**src/inc/ucs_pkg.sv**
```systemverilog
package ucs_pkg;

  // ----------------------------------------------------------------
  // register byte offsets
  // ----------------------------------------------------------------
  localparam logic [4:0] UCS_ADDR_CHK = 5'h00;
  localparam logic [4:0] UCS_ADDR_CFG = 5'h04;
  localparam logic [4:0] UCS_ADDR_EVT = 5'h08;
  localparam logic [4:0] UCS_ADDR_WB = 5'h0C;
  localparam logic [4:0] UCS_ADDR_CTRL = 5'h10;
  localparam logic [4:0] UCS_ADDR_TMR0 = 5'h14;
  localparam logic [4:0] UCS_ADDR_TMR_STEP = 5'h04;

  // ----------------------------------------------------------------
  // field positions
  // ----------------------------------------------------------------
  localparam int UCS_CFG_RPT_LSB = 4;
  localparam int UCS_CFG_POLARITY_SELECT = 3;
  localparam int UCS_CFG_PD = 2;
  localparam int UCS_CFG_PRT = 1;
  localparam logic [15:0] UCS_CFG_MASK = 16'h003E;
  localparam int UCS_EVT_RXRPT = 5;
  localparam int UCS_EVT_TX_REPEAT_COUNT = 4;
  localparam int UCS_EVT_FLAG_LSB = 8;
  localparam logic [5:0] UCS_EVT_MASK = 6'h37;
  localparam int UCS_WB_WAKE = 7;
  localparam int UCS_WB_ABD = 6;
  localparam int UCS_WB_BAUD_DETECT_DONE_IRQ_ENABLE = 2;
  localparam int UCS_CTRL_MODE_LSB = 0;
  localparam int UCS_CTRL_INCL = 3;
  localparam int UCS_CTRL_WAKE = 4;
  localparam int UCS_CTRL_AUTO_BAUD_ENABLE = 5;

  // ----------------------------------------------------------------
  // reset values and counts
  // ----------------------------------------------------------------
  localparam logic [7:0] UCS_CHK_RST = 8'h00;
  localparam logic [5:0] UCS_CFG_RST = 6'h00;
  localparam logic [2:0] UCS_RX_TRIES = 3'h5;
  localparam logic [2:0] UCS_ABD_EDGES = 3'h5;
  localparam int UCS_GT_W = 9;
  localparam int UCS_BT_W = 9;
  localparam int UCS_WT_W = 24;

  typedef enum logic [2:0] {
    UCS_MODE_ASYNC = 3'h0,
    UCS_MODE_LIN_CMD = 3'h1,
    UCS_MODE_LIN_RSP = 3'h2,
    UCS_MODE_LIN_BOTH = 3'h3,
    UCS_MODE_CARD = 3'h4
  } ucs_mode_t;

  typedef enum logic [1:0] {
    UCS_PD_IDLE = 2'b01,
    UCS_PD_PULL = 2'b10
  } ucs_pd_t;

endpackage : ucs_pkg

```
**src/hw/ucs_core.sv**
```systemverilog
`timescale 1ns/1ps

// Overview of operation
// - LIN, identifier inclusion set: checksum sums all bytes with carries, identifier too.
// - LIN, identifier inclusion clear: checksum sums data bytes, skipping the identifier.
// - LIN responder and commander/responder: break clears the receive checksum.
// - Other modes: inclusion set adds every byte; cleared leaves checksum unchanged.
// - Errored card byte is resent once to four times per repeat field.
// - Convention bit one selects inverse logic, zero direct, for card characters.
// - T=0 error pulls the line low two ETU if bit set, else one.
// - Protocol bit one selects T=1, zero selects T=0.
// - Receive-repeat flag sets when parity fails on the fifth reception.
// - Transmit-repeat flag sets on line error after the last allowed resend.
// - Block, waiting and guard flags set when their counters reach zero.
// - Each card event interrupts only while its enable bit is one.
// - Hardware sets event flags; software reads them and clears them by writing one.
// - Wake enabled and receive line falling sets the wake flag and interrupts.
// - Final falling edge of baud detection sets the done flag.
// - Baud detection flag interrupts only while its enable bit is one.
// - Unimplemented bits read as zero.
// - Guard and block counters step once per ETU bit clock.
module ucs_core
  import ucs_pkg::*;
#(
  parameter int GT_W = UCS_GT_W,
  parameter int BT_W = UCS_BT_W,
  parameter int WT_W = UCS_WT_W
) (
  // clock and reset
  input wire logic clk,
  input wire logic sys_rst,
  // avalon-mm slave
  input wire logic [4:0] avs_address,
  input wire logic avs_read,
  input wire logic avs_write,
  input wire logic [31:0] avs_writedata,
  output logic [31:0] avs_readdata,
  output logic avs_waitrequest,
  // received byte stream
  input wire logic rx_byte_valid,
  input wire logic [7:0] rx_byte,
  input wire logic rx_byte_is_pid,
  input wire logic break_det,
  input wire logic rx_pin,
  // card character events
  input wire logic etu_tick,
  input wire logic card_rx_done,
  input wire logic card_rx_parity_err,
  input wire logic card_tx_done,
  input wire logic card_tx_line_err,
  input wire logic [7:0] card_tx_data,
  // card side results
  output logic card_tx_retry,
  output logic [7:0] card_tx_line_data,
  output logic [7:0] card_rx_char,
  output logic card_rx_char_valid,
  output logic card_t1_mode,
  output logic line_out,
  output logic line_oe,
  // interrupt
  output logic irq
);

  // ----------------------------------------------------------------
  // registers
  // ----------------------------------------------------------------
  logic ack_r;
  logic [7:0] chk_r;
  logic [5:0] cfg_r;
  logic [5:0] evt_en_r;
  logic [5:0] evt_flag_r;
  logic wake_flag_r;
  logic abd_flag_r;
  logic abd_ie_r;
  logic [2:0] mode_r;
  logic incl_r;
  logic wake_en_r;
  logic auto_baud_enable_r;
  logic [23:0] tmr_cnt_r [3];
  logic [2:0] tmr_hit;
  logic [2:0] rx_try_r;
  logic [2:0] tx_try_r;
  logic [2:0] abd_cnt_r;
  logic rx_s1_r, rx_s2_r, rx_s3_r;
  logic pd_left_r;
  ucs_pd_t pd_r;

  logic wr_en, rd_en, rx_fall, is_lin, brk_clr, card_t0;
  logic rx_perr_ev, tx_err_ev, rx_rpt_ev, tx_rpt_ev, abd_ev;
  logic [2:0] tx_limit;
  logic [7:0] chk_sum;
  logic [8:0] chk_wide;

  function automatic logic [7:0] ucs_polarity_select(input logic [7:0] d, input logic inv);
    logic [7:0] r;
    r = d;
    if (inv) begin
      for (int k = 0; k < 8; k++) begin
        r[k] = ~d[7 - k];
      end
    end
    return r;
  endfunction : ucs_polarity_select

  // ----------------------------------------------------------------
  // bus slave: one wait cycle on every access
  // ----------------------------------------------------------------
  assign avs_waitrequest = (avs_read | avs_write) & ~ack_r;
  assign wr_en = avs_write & ack_r;
  assign rd_en = avs_read & ~ack_r;

  always_ff @(posedge clk) begin
    if (sys_rst) begin
      ack_r <= 1'b0;
    end else begin
      ack_r <= (avs_read | avs_write) & ~ack_r;
    end
  end

  always_ff @(posedge clk) begin
    if (sys_rst) begin
      avs_readdata <= 32'h0000_0000;
    end else if (rd_en) begin
      avs_readdata <= 32'h0000_0000;
      if (avs_address == UCS_ADDR_CHK) begin
        avs_readdata[7:0] <= chk_r;
      end else if (avs_address == UCS_ADDR_CFG) begin
        avs_readdata[6:1] <= cfg_r[5:0] & UCS_CFG_MASK[6:1];
      end else if (avs_address == UCS_ADDR_EVT) begin
        avs_readdata[13:8] <= evt_flag_r & UCS_EVT_MASK;
        avs_readdata[5:0] <= evt_en_r & UCS_EVT_MASK;
      end else if (avs_address == UCS_ADDR_WB) begin
        avs_readdata[UCS_WB_WAKE] <= wake_flag_r;
        avs_readdata[UCS_WB_ABD] <= abd_flag_r;
        avs_readdata[UCS_WB_BAUD_DETECT_DONE_IRQ_ENABLE] <= abd_ie_r;
      end else if (avs_address == UCS_ADDR_CTRL) begin
        avs_readdata[5:0] <= {auto_baud_enable_r, wake_en_r, incl_r, mode_r};
      end else if (avs_address == UCS_ADDR_TMR0) begin
        avs_readdata[23:0] <= tmr_cnt_r[0];
      end else if (avs_address == UCS_ADDR_TMR0 + UCS_ADDR_TMR_STEP) begin
        avs_readdata[23:0] <= tmr_cnt_r[1];
      end else if (avs_address == UCS_ADDR_TMR0 + 5'(2 * UCS_ADDR_TMR_STEP)) begin
        avs_readdata[23:0] <= tmr_cnt_r[2];
      end
    end
  end

  // ----------------------------------------------------------------
  // configuration
  // ----------------------------------------------------------------
  always_ff @(posedge clk) begin
    if (sys_rst) begin
      cfg_r <= UCS_CFG_RST;
      evt_en_r <= 6'h00;
      abd_ie_r <= 1'b0;
      mode_r <= UCS_MODE_ASYNC;
      incl_r <= 1'b0;
      wake_en_r <= 1'b0;
    end else if (wr_en) begin
      if (avs_address == UCS_ADDR_CFG) begin
        cfg_r <= avs_writedata[6:1];
      end else if (avs_address == UCS_ADDR_EVT) begin
        evt_en_r <= avs_writedata[5:0] & UCS_EVT_MASK;
      end else if (avs_address == UCS_ADDR_WB) begin
        abd_ie_r <= avs_writedata[UCS_WB_BAUD_DETECT_DONE_IRQ_ENABLE];
      end else if (avs_address == UCS_ADDR_CTRL) begin
        mode_r <= avs_writedata[UCS_CTRL_MODE_LSB +: 3];
        incl_r <= avs_writedata[UCS_CTRL_INCL];
        wake_en_r <= avs_writedata[UCS_CTRL_WAKE];
      end
    end
  end

  assign is_lin = (mode_r == UCS_MODE_LIN_CMD) | (mode_r == UCS_MODE_LIN_RSP) |
                  (mode_r == UCS_MODE_LIN_BOTH);
  assign card_t1_mode = cfg_r[UCS_CFG_PRT - 1];
  assign card_t0 = (mode_r == UCS_MODE_CARD) & ~card_t1_mode;

  // ----------------------------------------------------------------
  // receive checksum
  // ----------------------------------------------------------------
  assign brk_clr = break_det & ((mode_r == UCS_MODE_LIN_RSP) | (mode_r == UCS_MODE_LIN_BOTH));
  assign chk_wide = {1'b0, chk_r} + {1'b0, rx_byte};
  assign chk_sum = chk_wide[7:0] + {7'h00, chk_wide[8]};

  always_ff @(posedge clk) begin
    if (sys_rst) begin
      chk_r <= UCS_CHK_RST;
    end else if (brk_clr) begin
      chk_r <= UCS_CHK_RST;
    end else if (rx_byte_valid && is_lin && (incl_r || !rx_byte_is_pid)) begin
      chk_r <= chk_sum;
    end else if (rx_byte_valid && !is_lin && incl_r) begin
      chk_r <= chk_sum;
    end else if (wr_en && avs_address == UCS_ADDR_CHK) begin
      chk_r <= avs_writedata[7:0];
    end
  end

  // ----------------------------------------------------------------
  // card convention and character repeats
  // ----------------------------------------------------------------
  always_ff @(posedge clk) begin
    if (sys_rst) begin
      card_tx_line_data <= 8'h00;
      card_rx_char <= 8'h00;
      card_rx_char_valid <= 1'b0;
    end else begin
      card_tx_line_data <= ucs_polarity_select(card_tx_data, cfg_r[UCS_CFG_POLARITY_SELECT - 1]);
      card_rx_char_valid <= card_rx_done & (mode_r == UCS_MODE_CARD);
      if (card_rx_done) begin
        card_rx_char <= ucs_polarity_select(rx_byte, cfg_r[UCS_CFG_POLARITY_SELECT - 1]);
      end
    end
  end

  assign rx_perr_ev = card_t0 & card_rx_done & card_rx_parity_err;
  assign rx_rpt_ev = rx_perr_ev & (rx_try_r == UCS_RX_TRIES - 3'h1);
  assign tx_limit = {1'b0, cfg_r[UCS_CFG_RPT_LSB - 1 +: 2]} + 3'h1;
  assign tx_err_ev = card_t0 & card_tx_line_err;
  assign tx_rpt_ev = tx_err_ev & (tx_try_r == tx_limit);

  always_ff @(posedge clk) begin
    if (sys_rst) begin
      rx_try_r <= 3'h0;
    end else if (rx_rpt_ev || (card_rx_done && !card_rx_parity_err)) begin
      rx_try_r <= 3'h0;
    end else if (rx_perr_ev) begin
      rx_try_r <= rx_try_r + 3'h1;
    end
  end

  always_ff @(posedge clk) begin
    if (sys_rst) begin
      tx_try_r <= 3'h0;
      card_tx_retry <= 1'b0;
    end else begin
      card_tx_retry <= tx_err_ev & (tx_try_r != tx_limit);
      if (tx_rpt_ev || (card_tx_done && !card_tx_line_err)) begin
        tx_try_r <= 3'h0;
      end else if (tx_err_ev) begin
        tx_try_r <= tx_try_r + 3'h1;
      end
    end
  end

  // ----------------------------------------------------------------
  // T=0 error pull-down
  // ----------------------------------------------------------------
  always_ff @(posedge clk) begin
    if (sys_rst) begin
      pd_r <= UCS_PD_IDLE;
      pd_left_r <= 1'b0;
    end else begin
      case (pd_r)
        UCS_PD_IDLE: begin
          if (rx_perr_ev) begin
            pd_r <= UCS_PD_PULL;
            pd_left_r <= cfg_r[UCS_CFG_PD - 1];
          end
        end
        UCS_PD_PULL: begin
          if (etu_tick) begin
            pd_left_r <= 1'b0;
            if (!pd_left_r) begin
              pd_r <= UCS_PD_IDLE;
            end
          end
        end
        default: begin
          pd_r <= UCS_PD_IDLE;
        end
      endcase
    end
  end

  assign line_out = 1'b0;
  assign line_oe = (pd_r == UCS_PD_PULL);

  // ----------------------------------------------------------------
  // guard, waiting and block counters on the ETU clock
  // ----------------------------------------------------------------
  for (genvar i = 0; i < 3; i++) begin : g_tmr
    localparam int W = (i == 0) ? GT_W : (i == 1) ? WT_W : BT_W;
    localparam logic [23:0] MSK = 24'((64'h1 << W) - 64'h1);
    localparam logic [4:0] ADR = UCS_ADDR_TMR0 + 5'(i * 4);
    assign tmr_hit[i] = etu_tick & (mode_r == UCS_MODE_CARD) & (tmr_cnt_r[i] == 24'h000001);
    always_ff @(posedge clk) begin
      if (sys_rst) begin
        tmr_cnt_r[i] <= 24'h000000;
      end else if (wr_en && avs_address == ADR) begin
        tmr_cnt_r[i] <= avs_writedata[23:0] & MSK;
      end else if (etu_tick && mode_r == UCS_MODE_CARD && tmr_cnt_r[i] != 24'h000000) begin
        tmr_cnt_r[i] <= tmr_cnt_r[i] - 24'h000001;
      end
    end
  end

  // ----------------------------------------------------------------
  // card event flags: set wins over write-one-to-clear
  // ----------------------------------------------------------------
  always_ff @(posedge clk) begin
    if (sys_rst) begin
      evt_flag_r <= 6'h00;
    end else begin
      for (int k = 0; k < 6; k++) begin
        if (wr_en && avs_address == UCS_ADDR_EVT && avs_writedata[UCS_EVT_FLAG_LSB + k]) begin
          evt_flag_r[k] <= 1'b0;
        end
      end
      if (rx_rpt_ev) begin
        evt_flag_r[UCS_EVT_RXRPT] <= 1'b1;
      end
      if (tx_rpt_ev) begin
        evt_flag_r[UCS_EVT_TX_REPEAT_COUNT] <= 1'b1;
      end
      for (int k = 0; k < 3; k++) begin
        if (tmr_hit[k]) begin
          evt_flag_r[k] <= 1'b1;
        end
      end
    end
  end

  // ----------------------------------------------------------------
  // wake-up and auto-baud detection
  // ----------------------------------------------------------------
  always_ff @(posedge clk) begin
    if (sys_rst) begin
      rx_s1_r <= 1'b1;
      rx_s2_r <= 1'b1;
      rx_s3_r <= 1'b1;
    end else begin
      rx_s1_r <= rx_pin;
      rx_s2_r <= rx_s1_r;
      rx_s3_r <= rx_s2_r;
    end
  end

  assign rx_fall = rx_s3_r & ~rx_s2_r;
  assign abd_ev = auto_baud_enable_r & rx_fall & (abd_cnt_r == UCS_ABD_EDGES - 3'h1);

  always_ff @(posedge clk) begin
    if (sys_rst) begin
      auto_baud_enable_r <= 1'b0;
      abd_cnt_r <= 3'h0;
    end else if (abd_ev) begin
      auto_baud_enable_r <= 1'b0;
      abd_cnt_r <= 3'h0;
    end else if (wr_en && avs_address == UCS_ADDR_CTRL) begin
      auto_baud_enable_r <= avs_writedata[UCS_CTRL_AUTO_BAUD_ENABLE];
      abd_cnt_r <= 3'h0;
    end else if (auto_baud_enable_r && rx_fall) begin
      abd_cnt_r <= abd_cnt_r + 3'h1;
    end
  end

  always_ff @(posedge clk) begin
    if (sys_rst) begin
      wake_flag_r <= 1'b0;
      abd_flag_r <= 1'b0;
    end else begin
      if (wake_en_r && rx_fall) begin
        wake_flag_r <= 1'b1;
      end else if (wr_en && avs_address == UCS_ADDR_WB && avs_writedata[UCS_WB_WAKE]) begin
        wake_flag_r <= 1'b0;
      end
      if (abd_ev) begin
        abd_flag_r <= 1'b1;
      end else if (wr_en && avs_address == UCS_ADDR_WB && avs_writedata[UCS_WB_ABD]) begin
        abd_flag_r <= 1'b0;
      end
    end
  end

  // ----------------------------------------------------------------
  // interrupt
  // ----------------------------------------------------------------
  assign irq = (|(evt_flag_r & evt_en_r)) | wake_flag_r | (abd_flag_r & abd_ie_r);
endmodule : ucs_core

```
**config.mk**
```make
export PLATFORM = sky130hd
export DESIGN_NAME = ucs_core
export DESIGN_NICKNAME = d
export VERILOG_FILES = /design/src/inc/ucs_pkg.sv /design/src/hw/ucs_core.sv
export SDC_FILE = /design/constraint.sdc
export NUM_CORES = 1
export LEC_CHECK = 0
export ABC_AREA = 1
export BUFFER_PORTS_ARGS = -buffer_cell sky130_fd_sc_hd__buf_2
export CORE_UTILIZATION = 28
export CTS_BUF_LIST = sky130_fd_sc_hd__clkbuf_8
export DETAILED_ROUTE_END_ITERATION = 8
export PLACE_DENSITY = 0.56
export SLEW_MARGIN = 40
export SYNTH_ARGS = -nofsm -noshare
export SYNTH_HDL_FRONTEND = slang
export SYNTH_SLANG_ARGS = --single-unit
export TNS_END_PERCENT = 100
```
**constraint.sdc**
```tcl
create_clock -name clk -period 2.4 [get_ports clk]
set_input_delay 0.48 -clock clk [delete_from_list [all_inputs] [get_ports clk]]
set_output_delay 0.48 -clock clk [all_outputs]
set_load 0.005 [all_outputs]
```
==> results.json <==
{
  "netlist-cell-type-count": 52,
  "yosysSeqAreaShare_pct": 42.3,
  "die-area_mm2": 0.0342,
  "critPathLaunchType": "flip-flop",
  "yosysTopAreaCell": "edfxtp_1",
  "placedCellCount": 1800,
  "synth_area_leaders": "edfxtp_1 (23%), dfxtp_1 (19%), nand2_1 (9.9%), inv_1 (6.6%), a21oi_1 (5.5%)",
  "synth_edf_count": 72,
  "die_h_um": 185,
  "crit_type": "reg2reg",
  "drt_wl_total_um": 28600,
  "synth_top_family_by_area": "simple AND/OR/NAND/NOR gates",
  "whs_ns": 0.168,
  "power_frac_seq_pct": 52.7,
  "setup_viol": 0,
  "die_x_um": 185,
  "tightest_slew_ns": 0.666,
  "cp.arrival_ns": 2.61,
  "p_int_mw": 4.13,
  "design_area_mm2": 0.0112,
  "synth-simple-area-share_pct": 24.3,
  "drc": 0,
  "grt_pass1_wl_um": 45600,
  "setup_tns_ns": 0,
  "ios": 121,
  "min_period_ns": 2.26,
  "synth_xor_xnor_area_share_pct": 3.93,
  "period_share_pct": 94.1,
  "nets": 1471,
  "finalClockSkew_ns": 0.0154,
  "drtIter0Drc": 562,
  "fin_util_pct": 34.3,
  "slew_viol_final": 0,
  "synth_compound_area_share_pct": 16.7,
  "synthAdderAreaFrac_pct": 3.55,
  "path_clk_slew_ns": 0.09,
  "stdcell_count": 1836,
  "power_switching_mw": 1.61,
  "crit_path_end_kind": "flip-flop",
  "cp_common_cell": "nand2_2",
  "min-delay-path-class": "in2reg",
  "path_buf_inv": 1,
  "clockPowerShare_pct": 37.1,
  "synth-main-ff-cell": "dfxtp_1",
  "cp_slowest_cell": "dfxtp_4",
  "synth.top_cell.area_share_pct": 23.1,
  "numCtsBuffers": 17,
  "viasPerCell": 4.81,
  "htreeDepth": 4,
  "slew-limit-headroom_pct": 55.3,
  "clk_latency_ns": 0.49,
  "grt_max_degree": 46,
  "ys_warn_count": 0,
  "first_pass_iters": 5,
  "timing.fmax_mhz": 443,
  "syn_area_mm2": 0.00937,
  "initial_core_util_pct": 28.7,
  "route.detailed.wl_per_inst_um": 15.6,
  "drv_cap": 0,
  "synthMuxAreaShare_pct": 0,
  "max_stage_delay_ns": 0.37,
  "ys_seq_elements": 162,
  "cts_tree": "yes",
  "avgSynthCellArea_um2": 7.57,
  "clock-sinks": 162,
  "finalWorstSetupSlack_ns": 0.142,
  "final_common_cell": "nand2_1",
  "status": "complete, no violations",
  "grt_pass1_vias": 8531,
  "postSynth.asyncResetShare_pct": 0,
  "numPortBuffers": 103,
  "core-area_mm2": 0.0327,
  "power.density_mw_per_mm2": 511,
  "required_ns": 2.75,
  "netSwitchingFraction_pct": 28.0,
  "antenna_found_initial": 4,
  "grt-ovfl-total": 0,
  "clock_path_buffers": 2,
  "crit_chain": "ha_4 -> nand2_1 -> nor2_2 -> nand2_2 -> nand3_2 -> a21oi_2 -> o21bai_1 -> ha_2 -> nand2_2 -> nor2_2 -> nand2_2 -> buf_4 -> xor2_1 -> o21ai_1 -> a21oi_1",
  "pre_cts_slack_ns": -0.211,
  "grt_setup_unrepaired": "true",
  "crit_fanout": 3,
  "detail-route-antenna-nets": 0,
  "ir_drop_mv": 0.363,
  "syn_inst": 1238,
  "p_comb_share_pct": 10.2,
  "hold_violations": 0,
  "postPlaceCellArea_mm2": 0.0107,
  "power_mw": 5.73,
  "crit_family": "simple AND/OR/NAND/NOR gates",
  "area_delta_synth_final_pct": 19.8,
  "grt_usage_pct": 17.4,
  "rows": 66,
  "power_leakage_nw": 4.81,
  "finalWeightedCongestion": 0.883,
  "vias": 8833,
  "cts_root_buf": "clkbuf_8",
  "dp_hpwl_um": 22100,
  "layout_common_cells": "nand2_1 (240), inv_1 (165), nor2_1 (130), buf_2 (103), a21oi_1 (101)",
  "drive_gt1_share_pct": 18.4
}
worst reg2reg max path: cells and delay by family (launching register included):
kind | cells | cell delay (ns)
adders and majority gates | 2 | 0.48
buffers and inverters | 1 | 0.14
and+or+nand+nor | 7 | 0.56
AOI/OAI and AO/OA | 4 | 0.44
DFF | 1 | 0.37
xor gates and xnor gates | 1 | 0.13
layout make-up:
class                   instances  area, µm²
clock inverters                14        154
inverters                     174        658
fillers                      3556      21500
clock buffers                  18        248
repair buffers                153        941
multi-input cells             871       4690
flip-flops and latches        162       3980
diodes                          2       5.00
well taps                     442        553
power by group through the flow:
stage | combinational, mW | clock, mW | sequential [mW]
2_1_floorplan | 0.328 | 0 | 3.07
3_3_place_gp | 0.567 | 0 | 3.08
3_5_place_dp | 0.572 | 0 | 3.09
4_1_cts | 0.576 | 2.17 | 3.02
5_1_grt | 0.655 | 2.27 | 3.03
6_report | 0.583 | 2.13 | 3.02
cell families (layout without fill, tap and decap cells):
family,after synthesis,count (layout)
buffers and inverters,213,359
AO/OA/AOI/OAI,275,275
AND/OR/NAND/NOR,519,519
other,1,11
adder cells (fa/ha/maj),26,26
XOR/XNOR,42,42
flip-flops,162,162
per-layer routing:
layer  track usage [%]  up-vias  part of all wire [%]
met4              5.45        2                   1.9
met3              3.81       39                   6.9
met2              28.0      275                    45
met5                 0        -                 0.028
li1                  -     4400                     -
met1              23.1     4117                    46
registers in the layout, indices dropped and copies added (netlist names), 2 cells and up:
register	flops
pd_r	2
card_tx_line_data	8
tx_try_r	3
mode_r	3
abd_cnt_r	3
chk_r	8
card_rx_char	8
rx_try_r	3
evt_en_r	5
tmr_cnt_r	72
evt_flag_r	5
cfg_r	5
avs_readdata	24
final timing paths:
check,startpoint,end,slack [ns],cells past startpoint
hold reg to reg,rx_s1_r$_SDFF_PP1_,rx_s2_r$_SDFF_PP1_,0.42,1
setup / recovery,chk_r[4]$_SDFFE_PP0P_,chk_r[4]$_SDFFE_PP0P_,0.14,15
hold / removal,card_tx_data[6],card_tx_line_data[1]$_SDFF_PP0_,0.17,2
setup reg to reg,chk_r[4]$_SDFFE_PP0P_,chk_r[4]$_SDFFE_PP0P_,0.14,15
cell usage after synthesis (12+ instances only):
cell type  count
nor3_1        16
inv_1        164
nand2_1      247
ha_1          25
o21ai_0       96
a21oi_1      103
nand3_1       48
nand4_1       26
dfxtp_1       90
edfxtp_1      72
xnor2_1       12
clkbuf_1      15
o22ai_1       16
buf_4         12
o211ai_1      25
nor2_1       137
xor2_1        30
timing repair:
item | 4_1_cts | 5_1_grt
hold buffers | 0 | 0
setup endpoints to repair | 1 | 7
setup buffers | 0 | 2
gates resized for setup | 1 | 34
pin swaps | 0 | 13
gates cloned | 0 | 0
(Power assumes the default switching activity.)
